==> src/thermal_alarm_pkg.sv <==
package thermal_alarm_pkg;

	// register map
	localparam logic [7:0] REG_LTEMP   = 8'h00;
	localparam logic [7:0] REG_RTEMP_H = 8'h01;
	localparam logic [7:0] REG_STATUS  = 8'h02;
	localparam logic [7:0] REG_CFG     = 8'h09;
	localparam logic [7:0] REG_RATE    = 8'h0a;
	localparam logic [7:0] REG_LHI     = 8'h0b;
	localparam logic [7:0] REG_LLO     = 8'h0c;
	localparam logic [7:0] REG_RHI     = 8'h0d;
	localparam logic [7:0] REG_RLO     = 8'h0e;
	localparam logic [7:0] REG_MODE    = 8'h0f;
	localparam logic [7:0] REG_RTEMP_L = 8'h10;
	localparam logic [7:0] REG_REMOTE_CRIT_FLAG   = 8'h19;
	localparam logic [7:0] REG_LOCAL_CRIT_FLAG   = 8'h20;
	localparam logic [7:0] REG_HYST    = 8'h21;

	// field positions
	localparam int CFG_FQ_BIT    = 0;
	localparam int CFG_MASK_BIT  = 7;
	localparam int MODE_CMP_BIT  = 0;
	localparam int ST_BUSY_BIT   = 7;
	localparam int ST_LHI_BIT    = 6;
	localparam int ST_LLO_BIT    = 5;
	localparam int ST_RHI_BIT    = 4;
	localparam int ST_RLO_BIT    = 3;
	localparam int ST_OPEN_BIT   = 2;
	localparam int ST_REMOTE_CRIT_FLAG_BIT  = 1;
	localparam int ST_LOCAL_CRIT_FLAG_BIT  = 0;
	localparam logic [7:0] ALARM_BITS = 8'h7b;

	typedef struct packed {
		logic [7:0] high;
		logic [7:0] low;
		logic [7:0] crit;
	} limits_t;

	// reset values
	localparam logic [7:0] CFG_RST   = 8'h00;
	localparam logic [7:0] RATE_RST  = 8'h00;
	localparam logic [7:0] MODE_RST  = 8'h00;
	localparam logic [7:0] HYST_RST  = 8'h0a;
	localparam limits_t    LIM_RST   = '{high: 8'h46, low: 8'h00, crit: 8'h55};

	// substituted remote readings on diode faults
	localparam logic [7:0] TEMP_OPEN  = 8'h7f;
	localparam logic [7:0] TEMP_SHORT = 8'h80;
	localparam logic [7:0] TEMP_ZERO  = 8'h00;

	localparam logic [1:0] FQ_LAST = 2'h2;

	// timing
	localparam int CLK_MHZ         = 125;
	localparam int MEAS_TIME_US    = 38000;
	localparam int MEAS_CYC        = MEAS_TIME_US * CLK_MHZ;
	localparam int TIMEOUT_TIME_US = 35000;
	localparam int TIMEOUT_CYC     = TIMEOUT_TIME_US * CLK_MHZ;

	typedef enum logic [2:0] {
		ST_IDLE    = 3'b000,
		ST_ADDR    = 3'b001,
		ST_CMD     = 3'b010,
		ST_WDATA   = 3'b011,
		ST_ACK_OUT = 3'b100,
		ST_RDATA   = 3'b101,
		ST_ACK_IN  = 3'b110
	} smb_state_t;

endpackage : thermal_alarm_pkg

==> src/thermal_alarm_smbus_slave.sv <==
// Contract
// crit pin low while reading above setpoint
// crit exceed sets remote/local crit flag
// flags and crit pin update per conversion
// crit release below setpoint minus hysteresis
// interrupt mode: only status read clears flags
// fault queue needs three consecutive violations
// fault queue off at reset, config bit0
// queued crit release needs three low samples
// alert releases after one in-limit sample
// open diode loads +127, zero, open flag
// open diode trips limits via comparison
// open flag alone never drives alert
// shorted diode loads -128, no open flag
// shorted diode trips low limit compare
// only write/read/receive/send byte supported
// nine clocks per byte, MSB first, ack
// acknowledge only the fixed bus address
// command byte becomes register pointer
// receive byte returns pointed register
// clock and data low timeout resets slave
// host holds clock low 35 ms minimum
// start recovers slave, expects address next
// alert follows alarm flags unless masked
// alert_mode selects comparator or interrupt
// status register readable at 02h
// fault counter clears on in-limit sample
// conversions alternate channels with done strobe
module thermal_alarm_smbus_slave
	import thermal_alarm_pkg::*;
#(
	parameter logic [6:0] DEV_ADDR_P     = 7'h2a, // arbitrary value
	parameter int         MEAS_CYC_P     = MEAS_CYC,
	parameter int         TIMEOUT_CYC_P  = TIMEOUT_CYC
)(
	input  wire logic       clk_sys_in,
	input  wire logic       srst_in,
	input  wire logic       serial_clock_pin_in,
	input  wire logic       serial_data_pin_in,
	output logic            serial_data_pin_out,
	output logic            serial_data_pin_oe_out,
	output logic            alert_n_out,
	output logic            alert_oe_out,
	output logic            critical_temp_output_n_out,
	output logic            critical_temp_output_oe_out,
	input  wire logic [7:0] local_temp_in,
	input  wire logic [7:0] remote_temp_hi_in,
	input  wire logic [7:0] remote_temp_lo_in,
	input  wire logic       diode_open_in,
	input  wire logic       diode_short_in
);

	localparam int MEAS_W = $clog2(MEAS_CYC_P + 1);
	localparam int TO_W   = $clog2(TIMEOUT_CYC_P + 2);

	logic [2:0]  scl_s_q, sda_s_q;
	logic        scl_f_q, sda_f_q, scl_p_q, sda_p_q;
	logic        scl_rise_w, scl_fall_w, start_w, stop_w, to_hit_w, fsm_go_w;
	logic [TO_W-1:0] to_cnt_q;
	smb_state_t  st_q, next_q;
	logic [7:0]  shift_q, ptr_q, rd_data_w;
	logic [3:0]  bit_cnt_q;
	logic        ack_q, wr_en_w, stat_rd_w, rd_clr_w, mask_set_w;
	logic [7:0]  cfg_q, rate_q, mode_q, hyst_q, status_w;
	limits_t     lim_q [0:1];
	logic [7:0]  local_temp_q, rtemp_hi_q, rtemp_lo_q;
	logic [MEAS_W-1:0] meas_cnt_q;
	logic [7:0]  slot_q;
	logic        conv_ch_q, conv_done_w, cmp_mode_w, fq_en_w, open_flag_q;
	logic [7:0]  meas_w [0:1];
	logic [1:0]  strobe_w, qual_cr_w, act_cr_w, act_hi_w, act_lo_w, cond_hi_w, cond_lo_w;
	logic [1:0]  rel_w, hi_flag_w, lo_flag_w, cr_flag_w;
	logic [1:0]  cnt_hi_w [0:1];
	logic        alert_oe_q, crit_oe_q;

	assign cmp_mode_w = mode_q[MODE_CMP_BIT];
	assign fq_en_w    = cfg_q[CFG_FQ_BIT];

	// pin synchronisers: the filtered level moves only when stages 2 and 3 agree
	always_ff @(posedge clk_sys_in)
	begin
		if (srst_in)
		begin
			scl_s_q <= 3'h7;
			sda_s_q <= 3'h7;
			scl_f_q <= 1'b1;
			sda_f_q <= 1'b1;
			scl_p_q <= 1'b1;
			sda_p_q <= 1'b1;
		end
		else
		begin
			scl_s_q <= {scl_s_q[1:0], serial_clock_pin_in};
			sda_s_q <= {sda_s_q[1:0], serial_data_pin_in};
			if (scl_s_q[1] == scl_s_q[2])
				scl_f_q <= scl_s_q[2];
			if (sda_s_q[1] == sda_s_q[2])
				sda_f_q <= sda_s_q[2];
			scl_p_q <= scl_f_q;
			sda_p_q <= sda_f_q;
		end
	end

	assign scl_rise_w = scl_f_q & ~scl_p_q;
	assign scl_fall_w = ~scl_f_q & scl_p_q;
	assign start_w    = ~sda_f_q & sda_p_q & scl_f_q & scl_p_q;
	assign stop_w     = sda_f_q & ~sda_p_q & scl_f_q & scl_p_q;
	assign to_hit_w   = (to_cnt_q == TO_W'(TIMEOUT_CYC_P + 1));
	assign fsm_go_w   = ~to_hit_w & ~start_w & ~stop_w;

	// bus timeout: counts only while both lines sit low
	always_ff @(posedge clk_sys_in)
	begin
		if (srst_in || scl_f_q || sda_f_q || to_hit_w)
			to_cnt_q <= '0;
		else
			to_cnt_q <= to_cnt_q + TO_W'(1);
	end

	// byte engine: 8 bits MSB first, ninth clock is the acknowledge
	always_ff @(posedge clk_sys_in)
	begin
		if (srst_in || to_hit_w)
		begin
			st_q      <= ST_IDLE;
			next_q    <= ST_IDLE;
			ack_q     <= 1'b0;
			bit_cnt_q <= 4'h0;
			shift_q   <= 8'h00;
		end
		else if (start_w)
		begin
			st_q      <= ST_ADDR;
			ack_q     <= 1'b0;
			bit_cnt_q <= 4'h0;
		end
		else if (stop_w)
		begin
			st_q  <= ST_IDLE;
			ack_q <= 1'b0;
		end
		else
		begin
			unique case (st_q)
				ST_IDLE:
					;
				ST_ADDR, ST_CMD, ST_WDATA:
				begin
					if (scl_rise_w && bit_cnt_q < 4'h8)
					begin
						shift_q   <= {shift_q[6:0], sda_f_q};
						bit_cnt_q <= bit_cnt_q + 4'h1;
					end
					else if (scl_fall_w && bit_cnt_q == 4'h8)
					begin
						if (st_q == ST_ADDR && shift_q[7:1] != DEV_ADDR_P)
							st_q <= ST_IDLE;
						else
						begin
							ack_q <= 1'b1;
							st_q  <= ST_ACK_OUT;
							if (st_q == ST_ADDR)
								next_q <= shift_q[0] ? ST_RDATA : ST_CMD;
							else if (st_q == ST_CMD)
								next_q <= ST_WDATA;
							else
								next_q <= ST_IDLE;
						end
					end
				end
				ST_ACK_OUT:
				begin
					if (scl_fall_w)
					begin
						ack_q     <= 1'b0;
						bit_cnt_q <= 4'h0;
						st_q      <= next_q;
						if (next_q == ST_RDATA)
							shift_q <= rd_data_w;
					end
				end
				ST_RDATA:
				begin
					if (scl_fall_w)
					begin
						if (bit_cnt_q == 4'h7)
							st_q <= ST_ACK_IN;
						else
						begin
							shift_q   <= {shift_q[6:0], 1'b0};
							bit_cnt_q <= bit_cnt_q + 4'h1;
						end
					end
				end
				ST_ACK_IN:
				begin
					// single-byte protocols only: master ack or nack both end the read
					if (scl_rise_w)
						st_q <= ST_IDLE;
				end
			endcase
		end
	end

	// pointer is taken from the command byte at its acknowledge
	always_ff @(posedge clk_sys_in)
	begin
		if (srst_in)
			ptr_q <= REG_LTEMP;
		else if (fsm_go_w && st_q == ST_CMD && scl_fall_w && bit_cnt_q == 4'h8)
			ptr_q <= shift_q;
	end

	assign wr_en_w    = fsm_go_w && st_q == ST_WDATA && scl_fall_w && bit_cnt_q == 4'h8;
	assign stat_rd_w  = fsm_go_w && st_q == ST_ACK_OUT && scl_fall_w && next_q == ST_RDATA
		&& ptr_q == REG_STATUS;
	assign rd_clr_w   = stat_rd_w & ~cmp_mode_w;
	assign mask_set_w = rd_clr_w && ((status_w & ALARM_BITS) != 8'h00);

	assign serial_data_pin_out    = 1'b0;
	assign serial_data_pin_oe_out = ack_q | (st_q == ST_RDATA && !shift_q[7]);

	always_comb
	begin
		rd_data_w = 8'h00;
		case (ptr_q)
			REG_LTEMP:   rd_data_w = local_temp_q;
			REG_RTEMP_H: rd_data_w = rtemp_hi_q;
			REG_RTEMP_L: rd_data_w = rtemp_lo_q;
			REG_STATUS:  rd_data_w = status_w;
			REG_CFG:     rd_data_w = cfg_q;
			REG_RATE:    rd_data_w = rate_q;
			REG_MODE:    rd_data_w = mode_q;
			REG_LHI:     rd_data_w = lim_q[0].high;
			REG_LLO:     rd_data_w = lim_q[0].low;
			REG_LOCAL_CRIT_FLAG:   rd_data_w = lim_q[0].crit;
			REG_RHI:     rd_data_w = lim_q[1].high;
			REG_RLO:     rd_data_w = lim_q[1].low;
			REG_REMOTE_CRIT_FLAG:   rd_data_w = lim_q[1].crit;
			REG_HYST:    rd_data_w = hyst_q;
			default:     rd_data_w = 8'h00;
		endcase
	end

	// writable registers; read-only and unmapped writes are dropped
	always_ff @(posedge clk_sys_in)
	begin
		if (srst_in)
		begin
			cfg_q    <= CFG_RST;
			rate_q   <= RATE_RST;
			mode_q   <= MODE_RST;
			hyst_q   <= HYST_RST;
			lim_q[0] <= LIM_RST;
			lim_q[1] <= LIM_RST;
		end
		else
		begin
			if (wr_en_w)
			begin
				case (ptr_q)
					REG_CFG:   cfg_q         <= shift_q;
					REG_RATE:  rate_q        <= shift_q;
					REG_MODE:  mode_q        <= shift_q;
					REG_HYST:  hyst_q        <= shift_q;
					REG_LHI:   lim_q[0].high <= shift_q;
					REG_LLO:   lim_q[0].low  <= shift_q;
					REG_LOCAL_CRIT_FLAG: lim_q[0].crit <= shift_q;
					REG_RHI:   lim_q[1].high <= shift_q;
					REG_RLO:   lim_q[1].low  <= shift_q;
					REG_REMOTE_CRIT_FLAG: lim_q[1].crit <= shift_q;
					default:   ;
				endcase
			end
			if (mask_set_w)
				cfg_q[CFG_MASK_BIT] <= 1'b1;
		end
	end

	// conversion sequencer: rate register adds idle measurement slots
	assign conv_done_w = (meas_cnt_q == MEAS_W'(MEAS_CYC_P - 1)) && (slot_q >= rate_q);

	always_ff @(posedge clk_sys_in)
	begin
		if (srst_in)
		begin
			meas_cnt_q <= '0;
			slot_q     <= 8'h00;
			conv_ch_q  <= 1'b0;
		end
		else if (meas_cnt_q == MEAS_W'(MEAS_CYC_P - 1))
		begin
			meas_cnt_q <= '0;
			slot_q     <= conv_done_w ? 8'h00 : slot_q + 8'h01;
			if (conv_done_w)
				conv_ch_q <= ~conv_ch_q;
		end
		else
			meas_cnt_q <= meas_cnt_q + MEAS_W'(1);
	end

	assign meas_w[0] = local_temp_in;
	assign meas_w[1] = diode_open_in ? TEMP_OPEN :
		(diode_short_in ? TEMP_SHORT : remote_temp_hi_in);

	always_ff @(posedge clk_sys_in)
	begin
		if (srst_in)
		begin
			local_temp_q <= 8'h00;
			rtemp_hi_q   <= 8'h00;
			rtemp_lo_q   <= 8'h00;
			open_flag_q  <= 1'b0;
		end
		else
		begin
			if (strobe_w[0])
				local_temp_q <= meas_w[0];
			if (strobe_w[1])
			begin
				rtemp_hi_q <= meas_w[1];
				rtemp_lo_q <= (diode_open_in || diode_short_in) ? TEMP_ZERO : remote_temp_lo_in;
			end
			// open flag: set wins over the clearing status read
			if (strobe_w[1] && (cmp_mode_w || diode_open_in))
				open_flag_q <= diode_open_in;
			else if (rd_clr_w)
				open_flag_q <= 1'b0;
		end
	end

	for (genvar ch = 0; ch < 2; ch++)
	begin : ch_g
		limits_t    lim;
		logic [7:0] t;
		logic       cond_hi, cond_lo, cond_cr, rel, q_hi, q_lo, q_cr, q_rel;
		logic       act_hi_d, act_lo_d, act_cr_d;
		logic       act_hi_q, act_lo_q, act_cr_q, flg_hi_q, flg_lo_q, flg_cr_q;
		logic [1:0] c_hi_q, c_lo_q, c_cr_q, c_rel_q;

		assign lim     = lim_q[ch];
		assign t       = meas_w[ch];
		assign cond_hi = $signed(t) > $signed(lim.high);
		assign cond_lo = $signed(t) < $signed(lim.low);
		assign cond_cr = $signed(t) > $signed(lim.crit);
		assign rel     = $signed({{2{t[7]}}, t})
			< ($signed({{2{lim.crit[7]}}, lim.crit}) - $signed({2'b00, hyst_q}));
		assign q_hi    = cond_hi && (!fq_en_w || c_hi_q >= FQ_LAST);
		assign q_lo    = cond_lo && (!fq_en_w || c_lo_q >= FQ_LAST);
		assign q_cr    = cond_cr && (!fq_en_w || c_cr_q >= FQ_LAST);
		assign q_rel   = rel && (!fq_en_w || c_rel_q >= FQ_LAST);
		assign act_hi_d = q_hi | (cond_hi & act_hi_q);
		assign act_lo_d = q_lo | (cond_lo & act_lo_q);
		assign act_cr_d = q_cr | (~q_rel & act_cr_q);

		always_ff @(posedge clk_sys_in)
		begin
			if (srst_in)
			begin
				c_hi_q   <= 2'h0;
				c_lo_q   <= 2'h0;
				c_cr_q   <= 2'h0;
				c_rel_q  <= 2'h0;
				act_hi_q <= 1'b0;
				act_lo_q <= 1'b0;
				act_cr_q <= 1'b0;
			end
			else if (strobe_w[ch])
			begin
				// an in-limit sample restarts each fault count; a sample not below crit minus hysteresis restarts c_rel_q
				c_hi_q   <= cond_hi ? ((c_hi_q < FQ_LAST) ? c_hi_q + 2'h1 : c_hi_q) : 2'h0;
				c_lo_q   <= cond_lo ? ((c_lo_q < FQ_LAST) ? c_lo_q + 2'h1 : c_lo_q) : 2'h0;
				c_cr_q   <= cond_cr ? ((c_cr_q < FQ_LAST) ? c_cr_q + 2'h1 : c_cr_q) : 2'h0;
				c_rel_q  <= rel ? ((c_rel_q < FQ_LAST) ? c_rel_q + 2'h1 : c_rel_q) : 2'h0;
				act_hi_q <= act_hi_d;
				act_lo_q <= act_lo_d;
				act_cr_q <= act_cr_d;
			end
		end

		// interrupt mode flags are sticky; a new violation beats the read clear
		always_ff @(posedge clk_sys_in)
		begin
			if (srst_in)
			begin
				flg_hi_q <= 1'b0;
				flg_lo_q <= 1'b0;
				flg_cr_q <= 1'b0;
			end
			else
			begin
				if (strobe_w[ch] && (cmp_mode_w || q_hi))
					flg_hi_q <= act_hi_d;
				else if (rd_clr_w)
					flg_hi_q <= 1'b0;
				if (strobe_w[ch] && (cmp_mode_w || q_lo))
					flg_lo_q <= act_lo_d;
				else if (rd_clr_w)
					flg_lo_q <= 1'b0;
				if (strobe_w[ch] && (cmp_mode_w || q_cr))
					flg_cr_q <= act_cr_d;
				else if (rd_clr_w)
					flg_cr_q <= 1'b0;
			end
		end

		assign strobe_w[ch]  = conv_done_w && (conv_ch_q == 1'(ch));
		assign qual_cr_w[ch] = q_cr;
		assign act_cr_w[ch]  = act_cr_q;
		assign act_hi_w[ch]  = act_hi_q;
		assign act_lo_w[ch]  = act_lo_q;
		assign cond_hi_w[ch] = cond_hi;
		assign cond_lo_w[ch] = cond_lo;
		assign rel_w[ch]     = rel;
		assign cnt_hi_w[ch]  = c_hi_q;
		assign hi_flag_w[ch] = flg_hi_q;
		assign lo_flag_w[ch] = flg_lo_q;
		assign cr_flag_w[ch] = flg_cr_q;
	end

	assign status_w[ST_BUSY_BIT]  = 1'b0;
	assign status_w[ST_LHI_BIT]   = hi_flag_w[0];
	assign status_w[ST_LLO_BIT]   = lo_flag_w[0];
	assign status_w[ST_RHI_BIT]   = hi_flag_w[1];
	assign status_w[ST_RLO_BIT]   = lo_flag_w[1];
	assign status_w[ST_OPEN_BIT]  = open_flag_q;
	assign status_w[ST_REMOTE_CRIT_FLAG_BIT] = cr_flag_w[1];
	assign status_w[ST_LOCAL_CRIT_FLAG_BIT] = cr_flag_w[0];

	// open-drain drivers; the open flag is kept out of the alert term
	always_ff @(posedge clk_sys_in)
	begin
		if (srst_in)
		begin
			alert_oe_q <= 1'b0;
			crit_oe_q  <= 1'b0;
		end
		else
		begin
			alert_oe_q <= ~cfg_q[CFG_MASK_BIT] && ((status_w & ALARM_BITS) != 8'h00);
			crit_oe_q  <= |act_cr_w;
		end
	end

	assign alert_n_out                 = 1'b0;
	assign alert_oe_out                = alert_oe_q;
	assign critical_temp_output_n_out  = 1'b0;
	assign critical_temp_output_oe_out = crit_oe_q;
endmodule : thermal_alarm_smbus_slave

==> config.mk <==
export PLATFORM = sky130hd
export DESIGN_NAME = thermal_alarm_smbus_slave
export DESIGN_NICKNAME = d
export VERILOG_FILES = /design/src/thermal_alarm_pkg.sv /design/src/thermal_alarm_smbus_slave.sv
export SDC_FILE = /design/constraint.sdc
export NUM_CORES = 1
export LEC_CHECK = 0
export BUFFER_PORTS_ARGS = -buffer_cell sky130_fd_sc_hd__buf_4
export CORE_ASPECT_RATIO = 0.75
export CORE_MARGIN = 10
export CORE_UTILIZATION = 52
export DETAILED_ROUTE_END_ITERATION = 10
export HOLD_SLACK_MARGIN = 0.02
export MAX_ROUTING_LAYER = met4
export PLACE_DENSITY = 0.77
export SYNTH_ARGS = -nofsm -noshare
export SYNTH_HDL_FRONTEND = slang
export SYNTH_SLANG_ARGS = --single-unit
==> constraint.sdc <==
create_clock -name clk_sys_in -period 3.2 [get_ports clk_sys_in]
set_input_delay 0 -clock clk_sys_in [delete_from_list [all_inputs] [get_ports clk_sys_in]]
set_output_delay 0 -clock clk_sys_in [all_outputs]
set_load 0.05 [all_outputs]
==> results.yml <==
global_routing:
  grt_pass1_vias: 10800
  grtUsageMet1_pct: 35.5
  gr-total-overflow: 0
  use_met3_pct: 7.29
  grt_max_degree: 68
  grt.busiest_layer: "met1"
  grt_usage_pct: 25.1
  use_met2_pct: 34.4
  antenna_found_initial: 1
  grt_pass1_wl_um: 62000
sta:
  setup_viol: 5
  period_minus_slack_ps: 3360
  maxClockFrequency_ghz: 0.298
  worst_pin_slew_ps: 993
  rsz0062_at_grt: "yes"
  fin_crit_sh_pct: 105
  skew_ps: 17.2
  drv_slew: 0
  fin_tns_setup_ps: -334
  slew_headroom_pct: 33.3
  final.setup.worst_slack_ps: -158
  hold_viol: 0
synth:
  synthCells: 1499
  synth.avg_cell_area_um2: 8.69
  yosys_warnings: 0
  synth-adder-area-share_pct: 9.52
  synth.top_cell.area_share_pct: 27.5
  synth_ff_type: "dfxtp_1"
  synth_area_leaders: "dfxtp_1 27%, edfxtp_1 11%, ha_1 9.2%"
  netlist_area_um2: 13000
  yosysSeqAreaShare_pct: 38.6
  muxShareOfSynthArea_pct: 5.04
  synth_top_family_by_area: "simple AND/OR/NAND/NOR gates"
  async_reset_ff_share_pct: 0
  synth_compound_gate_area_share_pct: 15.7
  synth_top_area_cell: "dfxtp_1"
  ys_seq_elements: 227
  synth_simple_gate_area_share_pct: 21.7
  ys_types: 83
  synth-edff-count: 48
  synth_xor_area_share_pct: 3.97
setup_path:
  cp_common_cell: "a21oi_2"
  path_buf_inv: 2
  critical-path-max-stage-delay_ps: 430
  end_kind: "flip-flop"
  path_class: "flip-flop to flip-flop"
  critPathTopFamily: "compound AO/OA/AOI/OAI gates"
  cpMaxStageDelayCell: "or4_4"
  start_kind: "flip-flop"
  crit_chain: "inv_1 -> ha_2 -> inv_2 -> fa_2 -> a21o_1 -> a21oi_2 -> nor2b_1 -> o21a_1 -> o41ai_2 -> xnor2_1 -> ha_1 -> and4_4 -> a22oi_2 -> o21ai_4 -> or4_4 -> a21oi_2"
  cp.arrival_ps: 3810
  critPathMaxFanout: 4
  worst_ep_required_time_ps: 3650
outcome:
  status: "complete, but fails checks"
  violations: "setup timing"
die:
  start_util_pct: 52.5
  core_um2: 24800
  fp.dieW_um: 203
  die_y_um: 157
  row_count: 50
  die-area_um2: 31900
  io_pins: 36
finish:
  drive_above_1_share_pct: 12.1
  syn_to_final_growth_pct: 15.4
  post-route-util_pct: 60.6
  fin_area_um2: 15000
  instances_no_fill: 1930
  final_nets: 1703
  fill_cells: 2116
clock_network:
  clockRootBuffer: "clkbuf_16"
  cts_made_buffers: 23
  clkTransAtPathRegs_ps: 70
  h-tree-depth: 1
  clk_latency_ps: 520
  clock_path_buffers: 3
  cts_sinks: 227
  cts_tree: "built"
min_path:
  hold_class: "input pin to flip-flop"
routing:
  drt_iter0_drc: 1217
  firstDrtPassIters: 6
  viasPerCell: 5.99
  drc: 0
  ant_nets: 0
  vias: 11600
  wire_per_inst_um: 20.8
  wirelength_um: 40200
run:
  max-cap-violations: 0
place:
  place_area_um2: 13900
  place_hpwl_um: 29000
  finalWeightedCongestion: 1.01
  dp_cells: 1853
  port-buffer-count: 32
power_and_ir_drop:
  p_leak_uw: 0.00588
  powerDensity_nw_per_um2: 414
  power_uw: 6220
  peakVddDrop_mv: 0.374
==> per-stage QoR <==
| stage | worst slack, ps | hold WS (ps) |
|---|---|---|
| after floorplan | -57.0 | 104 |
| after global placement | -148 | 188 |
| after detailed placement | -257 | 194 |
| after CTS | -117 | 39.6 |
| after global routing | -294 | 75.8 |
| final | -158 | 59.6 |
==> Yosys cell counts, types with 23 or more instances <==
cell type and number:
clkbuf_1 66, nand2_1 88, nor3_1 37, and2_1 23, xor2_1 27, nand4_1 26
ha_1 96, mux2i_1 60, nand3_1 54, inv_1 107, xnor2_1 32, o21ai_0 44
nor2_1 182, dfxtp_1 179, edfxtp_1 48, a21oi_1 89
==> power breakdown <==
group | switching (uW) | leakage (uW) | internal, uW | total, uW
sequential | 31.5 | 0.00190 | 2950 | 2980
combinational | 290 | 0.00362 | 202 | 492
clock | 1170 | 0.000365 | 1580 | 2750
total | 1500 | 0.00588 | 4730 | 6220
==> worst register-to-register path: stages (launching register included) <==
cell and delay [ps]:
edfxtp_1 380, inv_1 70, ha_2 180, inv_2 40, fa_2 330, a21o_1 170
a21oi_2 150, nor2b_1 60, o21a_1 190, o41ai_2 250, xnor2_1 160, ha_1 270
and4_4 160, a22oi_2 200, o21ai_4 120, or4_4 430, a21oi_2 110
==> final timing paths <==
kind	cells after the start	from	slack [ps]	to
worst max-delay path	16	lim_q[0][0]	-160	ch_g[0].c_rel_q[0]
worst min-delay path	4	remote_temp_hi_in[3]	60	rtemp_hi_q[3]
worst min register to register	1	scl_s_q[0]	420	scl_s_q[1]
worst max register to register	16	lim_q[0][0]	-160	ch_g[0].c_rel_q[0]
==> cell families (layout without fill, tap and decap cells) <==
logic type                 count (synthesis)  in the layout
and+or+nand+nor                          560            560
AOI/OAI and AO/OA                        307            307
DFF                                      227            227
buffers and inverters                    183            273
adders and majority gates                 98             98
muxes                                     64             64
xor gates and xnor gates                  59             59
other                                      1              4
==> flip-flops by register name, indices dropped and copies added (netlist names), 3 cells and up <==
signal and count:
bit_cnt_q 4, cfg_q 8, ch_g.c_cr_q 4, ch_g.c_hi_q 4
ch_g.c_lo_q 4, ch_g.c_rel_q 4, hyst_q 8, lim_q 48
local_temp_q 8, meas_cnt_q 23, mode_q 8, next_q 3
ptr_q 8, rate_q 8, rtemp_hi_q 8, rtemp_lo_q 8
scl_s_q 3, sda_s_q 3, shift_q 8, slot_q 8
st_q 3, to_cnt_q 23
==> metal layers <==
| layer | wire length [um] | share of wire, % |
|---|---|---|
| met5 | 0 | 0 |
| met4 | 930 | 2.3 |
| met3 | 4870 | 12 |
| met2 | 16200 | 40 |
| met1 | 18200 | 45 |
==> final cells by class <==
| class | count | area (um2) | area share [%] |
|---|---|---|---|
| diodes | 1 | 2.50 | 0.0166 |
| flip-flops and latches | 227 | 5030 | 33.4 |
| clock buffers | 30 | 642 | 4.27 |
| well taps | 338 | 423 | 2.81 |
| inverters | 107 | 402 | 2.67 |
| repair buffers | 125 | 1020 | 6.79 |
| multi-input cells | 1091 | 7410 | 49.3 |
| clock inverters | 11 | 115 | 0.765 |
==> what timing repair did <==
item	CTS	global route
hold buffers	28	0
setup buffers	1	6
pin swaps	15	9
hold endpoints to repair	30	0
resized for setup	9	14
endpoints found under the setup margin	5	11
==> cells in the final DEF (no fill, tap or decap), drive strengths merged, types with 30 or more instances in the layout <==
cell	instances
a21oi	89
buf	97
clkbuf	30
dfxtp	179
edfxtp	48
ha	96
inv	108
mux2i	60
nand2	88
nand3	54
nor2	182
nor3	37
o21ai	44
xnor2	32
Note: power is estimated with default switching activity, not from simulation.
